**src/inc/mei_pkg.sv**
```systemverilog
/*
  Constants for the metering event interrupt and checksum status block.
  Assumes a serial front end that turns host frames into single-cycle register strobes on clk_i.
*/
// How it works
// - enable0 bits 15..13 gate over-current A/B/C
// - enable0 bits 12..10 gate over-voltage A/B/C
// - enable0 bit 9 gates voltage sequence error
// - enable0 bit 8 gates current sequence error
// - enable0 bit 7 gates neutral over-current
// - enable0 bits 6..4 gate no-load changes
// - enable0 bits 3..0 gate pulse direction changes
// - enable1 bit 15 gates frequency-high change
// - enable1 bit 11 gates frequency-low change
// - enable1 bits 14..12 gate sag A/B/C
// - enable1 bits 10..8 gate phase loss A/B/C
// - enable1 bits 7..4 gate reactive sign changes
// - enable1 bits 3..0 gate active sign changes
// - last serial access data kept read-only
// - checksum status bit 0 configuration mismatch
// - checksum status bit 1 internal mismatch
// - digest reads golden, writes only when permitted
// - golden write needs unlock value AA55
// - unlock values other than 55AA latch golden and compare
// - flags set on change, write one clears
package mei_pkg;
  localparam int MEI_ADDR_W = 10;
  localparam int MEI_DATA_W = 16;
  localparam logic [9:0] MEI_OFS_FLAGS_0 = 10'h073;
  localparam logic [9:0] MEI_OFS_FLAGS_1 = 10'h074;
  localparam logic [9:0] MEI_OFS_ENABLE_0 = 10'h075;
  localparam logic [9:0] MEI_OFS_ENABLE_1 = 10'h076;
  localparam logic [9:0] MEI_OFS_LAST_ACCESS = 10'h078;
  localparam logic [9:0] MEI_OFS_CHK_ERR = 10'h079;
  localparam logic [9:0] MEI_OFS_DIGEST = 10'h07A;
  localparam logic [9:0] MEI_OFS_UNLOCK = 10'h07F;
  localparam logic [15:0] MEI_UNLOCK_CONFIG = 16'h55AA;
  localparam logic [15:0] MEI_UNLOCK_GOLDEN_WR = 16'hAA55;
  localparam logic [15:0] MEI_RST_WORD = 16'h0000;
  localparam int MEI_CHK_CFG_BIT = 0;
  localparam int MEI_CHK_INT_BIT = 1;
  typedef enum logic [1:0]
  {
    MEI_CHK_HOLD = 2'b00,
    MEI_CHK_LATCH = 2'b01,
    MEI_CHK_RUN = 2'b10
  } mei_chk_state_t;
endpackage

```
**src/mei_flag_bank.sv**
```systemverilog
/*
  Bank of sticky status-change flags: a flag sets when its condition input changes level and
  clears when the host writes one to it. Conditions come from logic on the same clock.
*/
module mei_flag_bank #(
  parameter int WIDTH = 16
) (
  input wire logic clk_i,
  input wire logic reset_n_i,
  input wire logic [WIDTH-1:0] cond_i,
  input wire logic clear_i,
  input wire logic [WIDTH-1:0] clear_mask_i,
  output logic [WIDTH-1:0] flags_o
);
  import mei_pkg::*;

  logic [WIDTH-1:0] prev_reg;
  logic [WIDTH-1:0] prev_next;
  logic [WIDTH-1:0] flags_reg;
  logic [WIDTH-1:0] flags_next;
  logic primed_reg;
  logic primed_next;
  logic [WIDTH-1:0] change;

  initial
  begin
    if (WIDTH < 1) $error("flag bank width must be at least one");
  end

  // the first sampled level after reset is a reference, not a change
  always_comb
  begin
    change = primed_reg ? (cond_i ^ prev_reg) : '0;
    prev_next = cond_i;
    primed_next = 1'b1;
    flags_next = flags_reg;
    if (clear_i)
    begin
      flags_next = flags_reg & ~clear_mask_i;
    end
    flags_next = flags_next | change; // set beats a same-cycle clear
  end

  always_ff @(posedge clk_i or negedge reset_n_i)
  begin
    if (!reset_n_i)
    begin
      prev_reg <= '0;
      flags_reg <= '0;
      primed_reg <= 1'b0;
    end
    else
    begin
      prev_reg <= prev_next;
      flags_reg <= flags_next;
      primed_reg <= primed_next;
    end
  end

  assign flags_o = flags_reg;

  flag_sets_a: assert property (@(posedge clk_i) disable iff (!reset_n_i)
    primed_reg && (cond_i != prev_reg) |=>
    ((flags_o & ($past(cond_i) ^ $past(prev_reg))) == ($past(cond_i) ^ $past(prev_reg))))
    else $error("change did not set its flag");
  flag_sticky_a: assert property (@(posedge clk_i) disable iff (!reset_n_i)
    (!clear_i && cond_i == prev_reg) |=> (flags_o == $past(flags_o)))
    else $error("flag moved without change or clear");
  flag_cleared_a: assert property (@(posedge clk_i) disable iff (!reset_n_i)
    (clear_i && primed_reg && cond_i == prev_reg) |=> ((flags_o & $past(clear_mask_i)) == '0))
    else $error("write one did not clear flag");
  cover property (@(posedge clk_i) disable iff (!reset_n_i) clear_i && primed_reg && ((cond_i ^ prev_reg) != '0));
endmodule

```
**src/mei_event_irq.sv**
```systemverilog
/*
  Metering event interrupt enables, status-change flags and checksum integrity registers.
  Assumes the serial front end presents one-cycle read and write strobes with a word address,
  supplies the read data of registers held elsewhere, and that event levels and checksum
  results come from the metering core on the same clock.
*/
module mei_event_irq (
  input wire logic clk_i,
  input wire logic reset_n_i,
  input wire logic [mei_pkg::MEI_ADDR_W-1:0] reg_addr_i,
  input wire logic reg_wr_i,
  input wire logic reg_rd_i,
  input wire logic [mei_pkg::MEI_DATA_W-1:0] reg_wdata_i,
  input wire logic [mei_pkg::MEI_DATA_W-1:0] ext_rdata_i,
  output logic [mei_pkg::MEI_DATA_W-1:0] reg_rdata_o,
  output logic reg_hit_o,
  input wire logic [15:0] event_cond_0_i,
  input wire logic [15:0] event_cond_1_i,
  input wire logic [15:0] cfg_checksum_i,
  input wire logic cfg_checksum_valid_i,
  input wire logic internal_checksum_err_i,
  output logic [15:0] golden_checksum_o,
  output logic config_mode_o,
  output logic irq_o
);
  import mei_pkg::*;

  localparam logic [15:0] RESERVED_MASK = 16'h0003;

  logic [15:0] enable_0_reg;
  logic [15:0] enable_0_next;
  logic [15:0] enable_1_reg;
  logic [15:0] enable_1_next;
  logic [15:0] unlock_reg;
  logic [15:0] unlock_next;
  logic [15:0] last_access_reg;
  logic [15:0] last_access_next;
  logic [15:0] rdata_reg;
  logic [15:0] rdata_next;
  logic hit_reg;
  logic hit_next;
  logic [15:0] golden_reg;
  logic [15:0] golden_next;
  logic [1:0] chk_err_reg;
  logic [1:0] chk_err_next;
  mei_chk_state_t chk_state_reg;
  mei_chk_state_t chk_state_next;
  logic [15:0] flags_0;
  logic [15:0] flags_1;
  logic [15:0] read_word;
  logic read_hit;
  logic wr_flags_0;
  logic wr_flags_1;
  logic golden_wr_ok;

  function automatic logic addr_is(input logic [MEI_ADDR_W-1:0] addr, input logic [9:0] ofs);
    addr_is = (addr == MEI_ADDR_W'(ofs));
  endfunction

  function automatic logic is_special(input logic [15:0] code);
    is_special = (code == MEI_UNLOCK_CONFIG) || (code == MEI_UNLOCK_GOLDEN_WR);
  endfunction

  initial
  begin
    if (MEI_ADDR_W < 10) $error("register address too narrow for the map");
    if (MEI_DATA_W != 16) $error("registers are sixteen bits wide");
  end

  assign wr_flags_0 = reg_wr_i && addr_is(reg_addr_i, MEI_OFS_FLAGS_0);
  assign wr_flags_1 = reg_wr_i && addr_is(reg_addr_i, MEI_OFS_FLAGS_1);

  // enable registers never touch the flags, they only mask them
  mei_flag_bank #(
    .WIDTH(16)
  ) u_flags_0 (
    .clk_i(clk_i),
    .reset_n_i(reset_n_i),
    .cond_i(event_cond_0_i),
    .clear_i(wr_flags_0),
    .clear_mask_i(reg_wdata_i),
    .flags_o(flags_0)
  );

  mei_flag_bank #(
    .WIDTH(16)
  ) u_flags_1 (
    .clk_i(clk_i),
    .reset_n_i(reset_n_i),
    .cond_i(event_cond_1_i),
    .clear_i(wr_flags_1),
    .clear_mask_i(reg_wdata_i),
    .flags_o(flags_1)
  );

  // digest portal only takes writes under the golden-write unlock code
  assign golden_wr_ok = reg_wr_i && addr_is(reg_addr_i, MEI_OFS_DIGEST) && (unlock_reg == MEI_UNLOCK_GOLDEN_WR);

  // read mux; unmapped addresses pass the outside register's data through
  always_comb
  begin
    read_word = ext_rdata_i;
    read_hit = 1'b1;
    if (addr_is(reg_addr_i, MEI_OFS_FLAGS_0))
    begin
      read_word = flags_0;
    end
    else if (addr_is(reg_addr_i, MEI_OFS_FLAGS_1))
    begin
      read_word = flags_1;
    end
    else if (addr_is(reg_addr_i, MEI_OFS_ENABLE_0))
    begin
      read_word = enable_0_reg;
    end
    else if (addr_is(reg_addr_i, MEI_OFS_ENABLE_1))
    begin
      read_word = enable_1_reg;
    end
    else if (addr_is(reg_addr_i, MEI_OFS_LAST_ACCESS))
    begin
      read_word = last_access_reg;
    end
    else if (addr_is(reg_addr_i, MEI_OFS_CHK_ERR))
    begin
      read_word = {14'h0000, chk_err_reg} & RESERVED_MASK; // reserved bits always read zero
    end
    else if (addr_is(reg_addr_i, MEI_OFS_DIGEST))
    begin
      read_word = golden_reg;
    end
    else if (addr_is(reg_addr_i, MEI_OFS_UNLOCK))
    begin
      read_word = unlock_reg;
    end
    else
    begin
      read_hit = 1'b0;
    end
  end

  // register file; read-only addresses ignore writes, but a write to the last-access address is logged there like any other
  always_comb
  begin
    enable_0_next = enable_0_reg;
    enable_1_next = enable_1_reg;
    unlock_next = unlock_reg;
    last_access_next = last_access_reg;
    rdata_next = rdata_reg;
    hit_next = hit_reg;
    if (reg_wr_i)
    begin
      if (addr_is(reg_addr_i, MEI_OFS_ENABLE_0))
      begin
        enable_0_next = reg_wdata_i;
      end
      else if (addr_is(reg_addr_i, MEI_OFS_ENABLE_1))
      begin
        enable_1_next = reg_wdata_i;
      end
      else if (addr_is(reg_addr_i, MEI_OFS_UNLOCK))
      begin
        unlock_next = reg_wdata_i;
      end
      last_access_next = reg_wdata_i;
    end
    else if (reg_rd_i)
    begin
      rdata_next = read_word;
      hit_next = read_hit;
      // clear-on-read registers outside are logged with the value handed out
      if (!addr_is(reg_addr_i, MEI_OFS_LAST_ACCESS))
      begin
        last_access_next = read_word;
      end
    end
  end

  // golden checksum tracking; leaving configuration mode re-latches a fresh golden value
  always_comb
  begin
    chk_state_next = chk_state_reg;
    golden_next = golden_reg;
    chk_err_next = chk_err_reg;
    chk_err_next[MEI_CHK_INT_BIT] = internal_checksum_err_i;
    case (chk_state_reg)
      MEI_CHK_HOLD:
      begin
        chk_err_next[MEI_CHK_CFG_BIT] = 1'b0;
        if (unlock_reg != MEI_UNLOCK_CONFIG)
        begin
          chk_state_next = MEI_CHK_LATCH;
        end
      end
      MEI_CHK_LATCH:
      begin
        if (unlock_reg == MEI_UNLOCK_CONFIG)
        begin
          chk_state_next = MEI_CHK_HOLD;
        end
        else if (cfg_checksum_valid_i)
        begin
          golden_next = cfg_checksum_i;
          chk_state_next = MEI_CHK_RUN;
        end
      end
      MEI_CHK_RUN:
      begin
        if (unlock_reg == MEI_UNLOCK_CONFIG)
        begin
          chk_state_next = MEI_CHK_HOLD;
        end
        else if (cfg_checksum_valid_i)
        begin
          chk_err_next[MEI_CHK_CFG_BIT] = (cfg_checksum_i != golden_reg);
        end
      end
      default:
      begin
        chk_state_next = MEI_CHK_HOLD;
      end
    endcase
    if (golden_wr_ok)
    begin
      golden_next = reg_wdata_i;
      chk_state_next = MEI_CHK_RUN;
    end
  end

  always_ff @(posedge clk_i or negedge reset_n_i)
  begin
    if (!reset_n_i)
    begin
      enable_0_reg <= MEI_RST_WORD;
      enable_1_reg <= MEI_RST_WORD;
      unlock_reg <= MEI_RST_WORD;
      last_access_reg <= MEI_RST_WORD;
      rdata_reg <= MEI_RST_WORD;
      hit_reg <= 1'b0;
      golden_reg <= MEI_RST_WORD;
      chk_err_reg <= 2'b00;
      chk_state_reg <= MEI_CHK_HOLD;
    end
    else
    begin
      enable_0_reg <= enable_0_next;
      enable_1_reg <= enable_1_next;
      unlock_reg <= unlock_next;
      last_access_reg <= last_access_next;
      rdata_reg <= rdata_next;
      hit_reg <= hit_next;
      golden_reg <= golden_next;
      chk_err_reg <= chk_err_next;
      chk_state_reg <= chk_state_next;
    end
  end

  // bit positions of flags and enables match one for one, so a plain and gives the gating
  assign irq_o = |(flags_0 & enable_0_reg) || |(flags_1 & enable_1_reg);
  assign reg_rdata_o = rdata_reg;
  assign reg_hit_o = hit_reg;
  assign golden_checksum_o = golden_reg;
  assign config_mode_o = (unlock_reg == MEI_UNLOCK_CONFIG) && !is_special(16'h0000);

  irq_gate_0_a: assert property (@(posedge clk_i) disable iff (!reset_n_i)
    (flags_0[15:13] & enable_0_reg[15:13]) != 3'b000 |-> irq_o)
    else $error("over-current flag with enable did not raise irq");
  irq_gate_1_a: assert property (@(posedge clk_i) disable iff (!reset_n_i)
    (flags_1[15] && enable_1_reg[15]) || (flags_1[11] && enable_1_reg[11]) |-> irq_o)
    else $error("frequency flag with enable did not raise irq");
  irq_masked_a: assert property (@(posedge clk_i) disable iff (!reset_n_i)
    ((flags_0 & enable_0_reg) == 16'h0000) && ((flags_1 & enable_1_reg) == 16'h0000) |-> !irq_o)
    else $error("irq raised with every flag masked");
  enable_write_a: assert property (@(posedge clk_i) disable iff (!reset_n_i)
    reg_wr_i && addr_is(reg_addr_i, MEI_OFS_ENABLE_0) |=> enable_0_reg == $past(reg_wdata_i))
    else $error("enable register did not take write");
  enable_hold_a: assert property (@(posedge clk_i) disable iff (!reset_n_i)
    !(reg_wr_i && addr_is(reg_addr_i, MEI_OFS_ENABLE_0)) |=> enable_0_reg == $past(enable_0_reg))
    else $error("enable register moved without write");
  last_write_a: assert property (@(posedge clk_i) disable iff (!reset_n_i)
    reg_wr_i |=> last_access_reg == $past(reg_wdata_i))
    else $error("last access did not log written word");
  last_read_a: assert property (@(posedge clk_i) disable iff (!reset_n_i)
    reg_rd_i && !reg_wr_i && !addr_is(reg_addr_i, MEI_OFS_LAST_ACCESS) |=> last_access_reg == reg_rdata_o)
    else $error("last access differs from read data");
  golden_guard_a: assert property (@(posedge clk_i) disable iff (!reset_n_i)
    reg_wr_i && addr_is(reg_addr_i, MEI_OFS_DIGEST) && unlock_reg != MEI_UNLOCK_GOLDEN_WR && !cfg_checksum_valid_i
    |=> golden_reg == $past(golden_reg))
    else $error("golden value changed without unlock");
  golden_take_a: assert property (@(posedge clk_i) disable iff (!reset_n_i)
    golden_wr_ok |=> golden_reg == $past(reg_wdata_i))
    else $error("permitted digest write not taken");
  cfg_mismatch_a: assert property (@(posedge clk_i) disable iff (!reset_n_i)
    chk_state_reg == MEI_CHK_RUN && cfg_checksum_valid_i && unlock_reg != MEI_UNLOCK_CONFIG && !golden_wr_ok
    |=> chk_err_reg[MEI_CHK_CFG_BIT] == ($past(cfg_checksum_i) != $past(golden_reg)))
    else $error("configuration mismatch bit wrong");
  int_err_a: assert property (@(posedge clk_i) disable iff (!reset_n_i)
    internal_checksum_err_i ##1 internal_checksum_err_i |-> chk_err_reg[MEI_CHK_INT_BIT])
    else $error("internal checksum error not reported");
  relatch_a: assert property (@(posedge clk_i) disable iff (!reset_n_i)
    chk_state_reg == MEI_CHK_LATCH && cfg_checksum_valid_i && unlock_reg != MEI_UNLOCK_CONFIG && !golden_wr_ok
    |=> golden_reg == $past(cfg_checksum_i) && chk_state_reg == MEI_CHK_RUN)
    else $error("golden value not latched in normal mode");

  irq_seen_c: cover property (@(posedge clk_i) disable iff (!reset_n_i) $rose(irq_o));
  golden_wr_c: cover property (@(posedge clk_i) disable iff (!reset_n_i) golden_wr_ok);
  mismatch_c: cover property (@(posedge clk_i) disable iff (!reset_n_i) $rose(chk_err_reg[MEI_CHK_CFG_BIT]));
  config_c: cover property (@(posedge clk_i) disable iff (!reset_n_i)
    chk_state_reg == MEI_CHK_RUN ##1 chk_state_reg == MEI_CHK_HOLD);
endmodule

```
**config.mk**
```make
export PLATFORM = sky130hd
export DESIGN_NAME = mei_event_irq
export DESIGN_NICKNAME = d
export VERILOG_FILES = /design/src/inc/mei_pkg.sv /design/src/mei_flag_bank.sv /design/src/mei_event_irq.sv
export SDC_FILE = /design/constraint.sdc
export NUM_CORES = 1
export LEC_CHECK = 0
export BUFFER_PORTS_ARGS = -buffer_cell sky130_fd_sc_hd__buf_2
export CAP_MARGIN = 20
export CELL_PAD_IN_SITES_DETAIL_PLACEMENT = 1
export CELL_PAD_IN_SITES_GLOBAL_PLACEMENT = 1
export CORE_MARGIN = 3
export CORE_UTILIZATION = 45
export DETAILED_ROUTE_END_ITERATION = 12
export PLACE_DENSITY_LB_ADDON = 0.05
export SLEW_MARGIN = 20
export SYNTH_ARGS = -nofsm -noshare
export SYNTH_HDL_FRONTEND = slang
export SYNTH_SLANG_ARGS = --single-unit
```
**constraint.sdc**
```tcl
create_clock -name clk_i -period 2.64 [get_ports clk_i]
set_input_delay 0.264 -clock clk_i [delete_from_list [all_inputs] [get_ports clk_i]]
set_output_delay 0.264 -clock clk_i [all_outputs]
set_load 0.05 [all_outputs]
```
==> metrics.txt, run 1 <==
Worst VDD drop=between 400 and 500 uV; slowest stage delay, CP=570 ps; Critical Path AT=2330 ps; endpoints failing hold=0; leak pwr=4.72 nW; TritonCTS Sinks=around 170; Starting Density=46.5%; Post-synth EDFFs=0; htree depth=4; ANT nets after route=0; Iter 0 DRT Violations=729; first-pass detailed-route iteration total=8; # rows=50; CP max-delay cell=or4_1; CTS Buf Count=17; post-CTS setup repair buffer count=0; Hold Slack=~150 ps; DRC=0; vias in the first global route=approximately 8800; Synth warnings=0; Slew Limit Headroom=between 20% and 30%; sequential share of the synthesized area=between 40% and 50%; die span in y=approximately 150 um; Fmax=between 0.3 and 0.4 GHz; Hold WC Path Type=input pin to register; worst r2r src=unlock_reg[6]; WL per Instance=~26 um; area of the multi-input gates=approximately 4400 um^2; Routed WL=35.0 mm; critical path cell sequence=a22o_1 > a221oi_1 > nand3_1 > or4_1 > clkbuf_4; GR Overflow Total=0; Async S/R FF share, synth=between 90% and 100%; clk root buf=clkbuf_16; CP Data Required Time=~2400 ps; Core Region=between 15000 and 20000 um^2; diode count=0; placer congestion estimate=0.875; Die X-Extent=146 um; commonest cells after routing, fill and taps aside=dfrtp_1 (165), buf_2 (128), a21oi_1 (89), mux2_2 (60), nor2_1 (53); synth top area cells=dfrtp_1 (47%), mux2_2 (7.6%), a21oi_1 (5.0%), a22o_1 (4.0%), xor2_1 (3.2%); # Max-Cap Violations=0; syn_area_per_cell=just over 10 um^2; Seq cells post-synth=approximately 170; ys flop type=dfrtp_1; FF/Latch Area=slightly above 4000 um^2; synth-to-layout area growth=23.0%; CP startpoint kind=register; initial antenna violation count=0; TNS Setup=0 ps; Slew Limit Fails=0; Synth area leader=dfrtp_1; vias=8279; DP HPWL=about 25 mm; CP startpoint=u_flags_0.flags_o[4]; status=finished clean; worst reg2reg path depth=6; die area=approximately 21000 um^2; Setup CP Type=register to primary output; leading cell type in the layout, fill and taps excluded=dfrtp_1; share of the synthesized area in the top cell type=between 40% and 50%; fin nets=between 1000 and 1500; latest clock arrival within the worst-skew pair=between 400 and 500 ps; final setup fails=0; worst-margin pin slew=about 1100 ps; dpl ws=about 160 ps; Reg-to-Reg End=golden_checksum_o[14]; min cycle time layout=~2600 ps; CTS Buffer Depth=2; first-pass GRT wire length=around 54 mm; fill count=between 2000 and 2500; Tcrit/Tclk final=98.3%; CTS tree=yes; Worst Setup End Kind=primary output; setup slack after layout=approximately 46 ps; FF-to-FF setup slack=480 ps; PortBufs=130; largest net degree at the start of global routing=70; Synth cell types=62; post-synth net total=between 900 and 1000; Setup Skew=just under 20 ps; last element of the critical path=irq_o; Cell Pwr Density=between 700 and 800 nW/um^2; gr usage total=32.7%; RSZ-0062 raised after global routing=false; synthesized area=just under 9000 um^2; Worst-path clk slew=around 80 ps; I/O Pins=approximately 130; CP max FO=4; Via density=6.26; layout cells sized above 1=about a quarter; Post-Syn Instances=a little under 900
[critical path, delay by kind of cell (launching register included)]
kind / cells / cell delay [ps]
buf+inv: 1 / 240
simple gates: 2 / 730
compound gates: 2 / 450
flops: 1 / 460
[stage by stage]
stage | cells | total power, mW | cell area [um^2] | util [%]
after CTS | 1323 | 7.63 | 10900 | 57.2
after global routing | 1323 | 7.95 | 10900 | 57.3
final | 1323 | 7.65 | 10900 | 57.3
after global placement | 1257 | 4.93 | 9920 | 52.2
after floorplan | 880 | 4.28 | 8850 | -
after detailed placement | 1257 | 5.01 | 9920 | 52.2
[power breakdown]
part / internal (mW) / leakage [nW] / switching [mW] / total (mW)
clock: 1.31 / 0.301 / 1.32 / 2.63
combinational: 0.619 / 2.45 / 1.29 / 1.91
sequential: 2.79 / 1.96 / 0.324 / 3.11
[routing by layer]
layer	track usage [%]	vias up	routed length (um)
met5	0	-	0
met4	11.1	0	958
met3	4.97	60	2160
met2	53.9	376	16800
met1	44.3	4231	15100
li1	-	3612	-
[repair_timing]
action	4_1_cts	5_1_grt
hold buffers	34	0
setup endpoints to repair	0	1
gates resized for setup	0	2
hold endpoints to repair	99	0
[cells in the mapped netlist, drive strengths merged (2+ instances only)]
cell,number
o31ai,10
a21oi,90
nand4,8
nor4,8
o211ai,10
nor4b,4
buf,25
o2111ai,2
or4,3
o21ai,52
a211oi,4
a221oi,3
xnor2,18
and2,4
dfrtp,166
mux2i,16
and3,7
nor3,36
o2bb2ai,10
o221ai,2
a31oi,5
nand4b,7
nor4bb,5
nand2b,11
clkbuf,29
a22o,40
nor2b,5
nand3,23
a22oi,24
nor2,53
nor3b,4
inv,20
o22ai,12
a41oi,5
xor2,32
and4b,2
nand2,49
mux2,60
or3,3
[how the worst min path moves through the flow]
stage / startpoint / endpoint / cells after the start
global route: cfg_checksum_valid_i / chk_err_reg[0] / 3
floorplan: reset_n_i / chk_err_reg[0] / 0
finish: cfg_checksum_i[13] / golden_checksum_o[13] / 3
global placement: reset_n_i / golden_checksum_o[10] / 1
CTS: cfg_checksum_valid_i / chk_err_reg[0] / 3
detailed placement: reset_n_i / golden_checksum_o[12] / 1
[cells by family after synthesis]
| kind of cell | Yosys count | synth area share [%] |
|---|---|---|
| buffers and inverters | 74 | 3.80 |
| xor gates and xnor gates | 50 | 4.95 |
| other | 1 | 0.0424 |
| AOI/OAI and AO/OA | 277 | 20.3 |
| DFF | 166 | 46.9 |
| and+or+nand+nor | 236 | 14.5 |
| muxes | 76 | 9.44 |
[layout make-up]
| class | instances | area share (%) |
|---|---|---|
| repair buffers | 205 | 12.4 |
| flip-flops and latches | 166 | 38.2 |
| clock inverters | 15 | 1.85 |
| multi-input cells | 640 | 40.1 |
| well taps | 260 | 2.99 |
| inverters | 20 | 0.689 |
| clock buffers | 17 | 3.91 |
No activity file was read; power rests on OpenSTA's default activity.
==> run 2: changes to the inputs <==
--- a/config.mk
+++ b/config.mk
@@ -12,7 +12,7 @@
 export CORE_MARGIN = 3
 export CORE_UTILIZATION = 45
 export DETAILED_ROUTE_END_ITERATION = 12
-export PLACE_DENSITY_LB_ADDON = 0.05
+export PLACE_DENSITY_LB_ADDON = 0.2
 export SLEW_MARGIN = 20
 export SYNTH_ARGS = -nofsm -noshare
 export SYNTH_HDL_FRONTEND = slang
==> run 2 against run 1 <==
- via count shrank 3.1%
- non-clock buffer count shrank 6
- worst hold slack lost 12 ps
- setup slack gained 92 ps
- critical endpoint unchanged
- power shrank 2.0%
- fmax grew 3.7%
- largest cell class unchanged
==> metrics.txt, run 2 (synthesis results as in run 1) <==
status=finished clean; Cell Pwr Density=~690 nW/um^2; Total Power=about 7.5 mW; critical path cell sequence=a22o_1 > a221oi_2 > nand3_1 > or4_4 > buf_4; area of the multi-input gates=roughly 4400 um^2; layout cells sized above 1=25.7%; Setup Skew=a little over 9 ps; latest clock arrival within the worst-skew pair=~440 ps; Tcrit/Tclk final=between 90% and 100%; fill count=2169; Placed Instances=between 1000 and 1500; leading cell type in the layout, fill and taps excluded=dfrtp_1; Slew Limit Headroom=between 40% and 50%; CTS tree=yes; FF/Latch Area=approximately 4200 um^2; Starting Density=between 40% and 50%; gr usage total=between 20 and 30%; CP max FO=4; worst-margin pin slew=between 800 and 900 ps; # rows=50; worst r2r src=unlock_reg[13]; Worst-path clk slew=approximately 70 ps; Setup CP Type=register to primary output; TritonCTS Sinks=166; synth-to-layout area growth=22.3%; first-pass detailed-route iteration total=5; fin cells=~1300; Hold Path Origin=cfg_checksum_valid_i; commonest cells after routing, fill and taps aside=dfrtp_1 (164), buf_2 (128), a21oi_1 (89), mux2_2 (60), nor2_1 (53); ANT nets after route=0; Fmax=roughly 0.4 GHz; DP HPWL=between 20 and 25 mm; CP Data Required Time=roughly 2400 ps; Worst VDD drop=between 400 and 500 uV; largest net degree at the start of global routing=54; CP startpoint=u_flags_0.flags_o[4]; Hold WC Path Type=input pin to register; vias=8026; DRC=0; die area=~21000 um^2; vias in the first global route=8424; Die X-Extent=roughly 150 um; post-route cell area=roughly 11000 um^2; diode count=0; WL per Instance=between 20 and 25 um; CP startpoint kind=register; CP max-delay cell=or4_4; placed cell area=9880 um^2; die span in y=~150 um; slowest stage delay, CP=between 500 and 600 ps; total stage count of the critical path=5; placer congestion estimate=approximately 0.86; Routed WL=31.0 mm; min cycle time layout=roughly 2500 ps; initial antenna violation count=0; CTS Buffer Depth=2; CTS Buf Count=17; Iter 0 DRT Violations=approximately 630; first-pass GRT wire length=48.9 mm; GR Overflow Total=0; utilization after layout=around 57%; PortBufs=130; final setup fails=0; clk root buf=clkbuf_16; Hold Slack=140 ps; Hold Path Depth=3; dpl ws=approximately 190 ps; I/O Pins=131; worst reg2reg path depth=6; # Max-Cap Violations=0; RSZ-0062 raised after global routing=false; Via density=between 6 and 7; leak pwr=between 4 and 5 nW; Core Region=between 15000 and 20000 um^2; cell family with the largest share of critical-path delay=simple AND/OR/NAND/NOR gates; setup slack after layout=~140 ps; Buf/Inv on CP=1; Slew Limit Fails=0; htree depth=4; endpoints failing hold=0; Worst Setup End Kind=primary output; Critical Path AT=2240 ps; TNS Setup=0 ps; fin nets=1140
## run 2: cell types whose count changed in the layout (fill, tap and decap cells not counted), moves of 2 or more
cell and delta:
inv_12 -2, inv_8 +3, buf_4 -5, clkinv_8 -6
## run 2: cell type report
type                    count  area share, %
clock buffers              18           4.06
inverters                  20          0.693
multi-input cells         640           40.4
clock inverters            14           1.44
repair buffers            199           12.0
well taps                 260           3.00
flip-flops and latches    166           38.4
## run 2: path summary, 6_finish.rpt
path	end	slack [ps]
worst min register to register	reg_rdata_o[5]	500
worst min-delay path	chk_err_reg[0]	140
max in group asynchronous	u_flags_1.primed_reg	1460
worst max register to register	golden_checksum_o[2]	600
min in group asynchronous	golden_checksum_o[12]	350
worst max-delay path	irq_o	140
## run 2: power breakdown
part | leakage [nW] | total (mW) | switching, mW | internal [mW]
Combinational | 2.43 | 1.87 | 1.25 | 0.620
Clock | 0.293 | 2.54 | 1.16 | 1.37
Sequential | 1.96 | 3.09 | 0.298 | 2.79
Total | 4.69 | 7.49 | 2.71 | 4.78
## run 2: metal layers
metal  share of wire, %  up-vias  track usage (%)
met2                 47      337             46.5
met1                 44     4032             40.6
met5                  0        -                0
li1                   -     3603                -
met3                6.6       54             4.84
met4                2.4        0             9.41
## run 2: what timing repair did
| item | CTS | global route |
|---|---|---|
| hold buffers | 34 | 0 |
| hold endpoints to repair | 82 | 0 |
| buffers inserted | 0 | 0 |
| setup endpoints to repair | 1 | 1 |
| gates resized for setup | 1 | 4 |
## run 2: tightest hold or removal path: stages
cell	delay, ps
buf_2	120
nand2_1	70
o32ai_1	80
==> run 3: changes to the inputs <==
--- a/config.mk
+++ b/config.mk
@@ -9,6 +9,7 @@
 export CAP_MARGIN = 20
 export CELL_PAD_IN_SITES_DETAIL_PLACEMENT = 1
 export CELL_PAD_IN_SITES_GLOBAL_PLACEMENT = 1
+export CORE_ASPECT_RATIO = 1.25
 export CORE_MARGIN = 3
 export CORE_UTILIZATION = 45
 export DETAILED_ROUTE_END_ITERATION = 12
==> run 3 against run 2 <==
- clock power grew 2%
- final area rose by 0.36%
- final cell count is 0.38% higher
- clock skew is 0.60 ps higher
- non-clock buffer count increased by 4
- sequential cell count unchanged
- core utilization up 0.084 points
- die area about the same
==> metrics.txt, run 3 (synthesis results as in run 1) <==
Clock power frac=between 30% and 40%; clk root buf=clkbuf_16; Reg-to-Reg End=golden_checksum_o[8]; TNS Setup=0 ps; PortBufs=130; Hold Path End=golden_checksum_o[14]; DP HPWL=about 23 mm; post-CTS setup repair buffer count=0; CTS tree=yes; sequential power share=about two fifths; largest net degree at the start of global routing=between 60 and 70; CP startpoint kind=register; worst-margin pin slew=about 1000 ps; commonest cells after routing, fill and taps aside=dfrtp_1 (165), buf_2 (129), a21oi_1 (89), mux2_2 (60), nor2_1 (53); die area=around 21000 um^2; Worst Setup End Kind=primary output; placer congestion estimate=0.902; vias in the first global route=around 8500; DRC=0; die span in y=around 160 um; cell family with the largest share of critical-path delay=simple AND/OR/NAND/NOR gates; TritonCTS Sinks=about 170; Hold Path Depth=3; Switching Power=between 2 and 3 mW; Core Region=around 19000 um^2; WL per Instance=roughly 24 um; Cell Pwr Density=694 nW/um^2; Tcrit/Tclk final=a little over nine tenths; CTS Buf Count=17; Hold WC Path Type=input pin to register; CP max FO=4; Critical Path AT=about 2300 ps; CP Data Required Time=~2400 ps; worst reg2reg path depth=6; RSZ-0062 raised after global routing=false; status=finished clean; CP max-delay cell=or4_1; Iter 0 DRT Violations=606; Switching Share=between 30% and 40%; first-pass GRT wire length=~49 mm; leak pwr=4.70 nW; GR Overflow Total=0; I/O Pins=~130; Slew Limit Headroom=approximately 30%; Fmax=slightly below 0.4 GHz; Slew Limit Fails=0; Die X-Extent=about 130 um; diode count=0; gr usage total=29.8%; worst r2r src=unlock_reg[4]; fill count=2166; endpoints failing hold=0; latest clock arrival within the worst-skew pair=between 400 and 500 ps; slowest stage delay, CP=about 550 ps; leading cell type in the layout, fill and taps excluded=dfrtp_1; layout cells sized above 1=25.7%; vias=about 8000; fin nets=1144; Setup CP Type=register to primary output; Worst VDD drop=roughly 500 uV; Starting Density=a little under half; Buf/Inv on CP=1; Routed WL=around 31 mm; Worst-path clk slew=70 ps; htree depth=4; # Max-Cap Violations=0; Hold Path Origin=cfg_checksum_i[14]; Via density=6.05; final setup fails=0; CTS Buffer Depth=2; ANT nets after route=0; CP startpoint=u_flags_0.flags_o[4]; Setup Skew=a little under 10 ps; Internal=4.85 mW; FF-to-FF setup slack=roughly 540 ps; critical path cell sequence=a22o_1 > a221oi_1 > nand3_1 > or4_1 > buf_2; setup slack after layout=about 94 ps; area of the multi-input gates=4360 um^2; # rows=56; min cycle time layout=approximately 2500 ps; Logic pwr share=~25%; FF/Latch Area=between 4000 and 5000 um^2; synth-to-layout area growth=22.7%; dpl ws=209 ps; first-pass detailed-route iteration total=5; initial antenna violation count=0; total stage count of the critical path=5
## run 3: changes by cell type in the layout (fill, tap and decap cells not counted), sizes merged
cell and delta:
buf +4, bufinv +1, clkbuf -1, clkinvlp +3
inv -3
## run 3: cell type report
type / count / area share, %
sequential: 166 / 38.2
clock buffer: 17 / 3.92
multi-input combinational: 640 / 40.2
inverter: 20 / 0.691
tap: 261 / 3.01
clock inverter: 15 / 1.76
timing repair buffer: 203 / 12.2
## run 3: worst max path at each step
stage                          to  slack [ps]
2_1_floorplan      unlock_reg[10]         600
3_3_place_gp   last_access_reg[5]         350
3_5_place_dp       reg_rdata_o[1]         210
4_1_cts                     irq_o          50
5_1_grt                     irq_o          10
6_report                    irq_o          90
## run 3: per-layer routing
layer / track usage (%) / vias to the layer above / share of wire, %
met5: 0 / - / 0
met4: 12.0 / 0 / 3.3
met3: 3.77 / 55 / 5.1
met2: 50.8 / 295 / 49
met1: 38.8 / 4038 / 42
li1: - / 3608 / -
## run 3: what timing repair did
item | 4_1_cts | 5_1_grt
setup endpoints to repair | 0 | 1
resized for setup | 0 | 1
endpoints found under the hold margin | 92 | 0
hold buffers | 34 | 0
## run 3: power by group through the flow
stage               Sequential (mW)  Combinational [mW]  Clock, mW
global placement               3.12                1.79          0
CTS                            3.08                1.87       2.63
detailed placement             3.13                1.83          0
finish                         3.08                1.86       2.60
global route                   3.13                1.99       2.75
floorplan                      3.59               0.687          0
## run 3: tightest hold or removal path, stage by stage
cell,delay [ps]
buf_2,100
mux2i_1,60
a21oi_1,110
## run 3: metrics by stage
step	instance area, um^2	util, %	hold slack (ps)	total power [mW]	std cells
6_report	10900	57.0	142	7.54	1322
3_3_place_gp	9910	52.0	308	4.91	1256
5_1_grt	10900	57.0	169	7.86	1322
3_5_place_dp	9910	52.0	316	4.96	1256
2_1_floorplan	8850	-	-31.6	4.28	880
4_1_cts	10900	57.0	133	7.58	1322
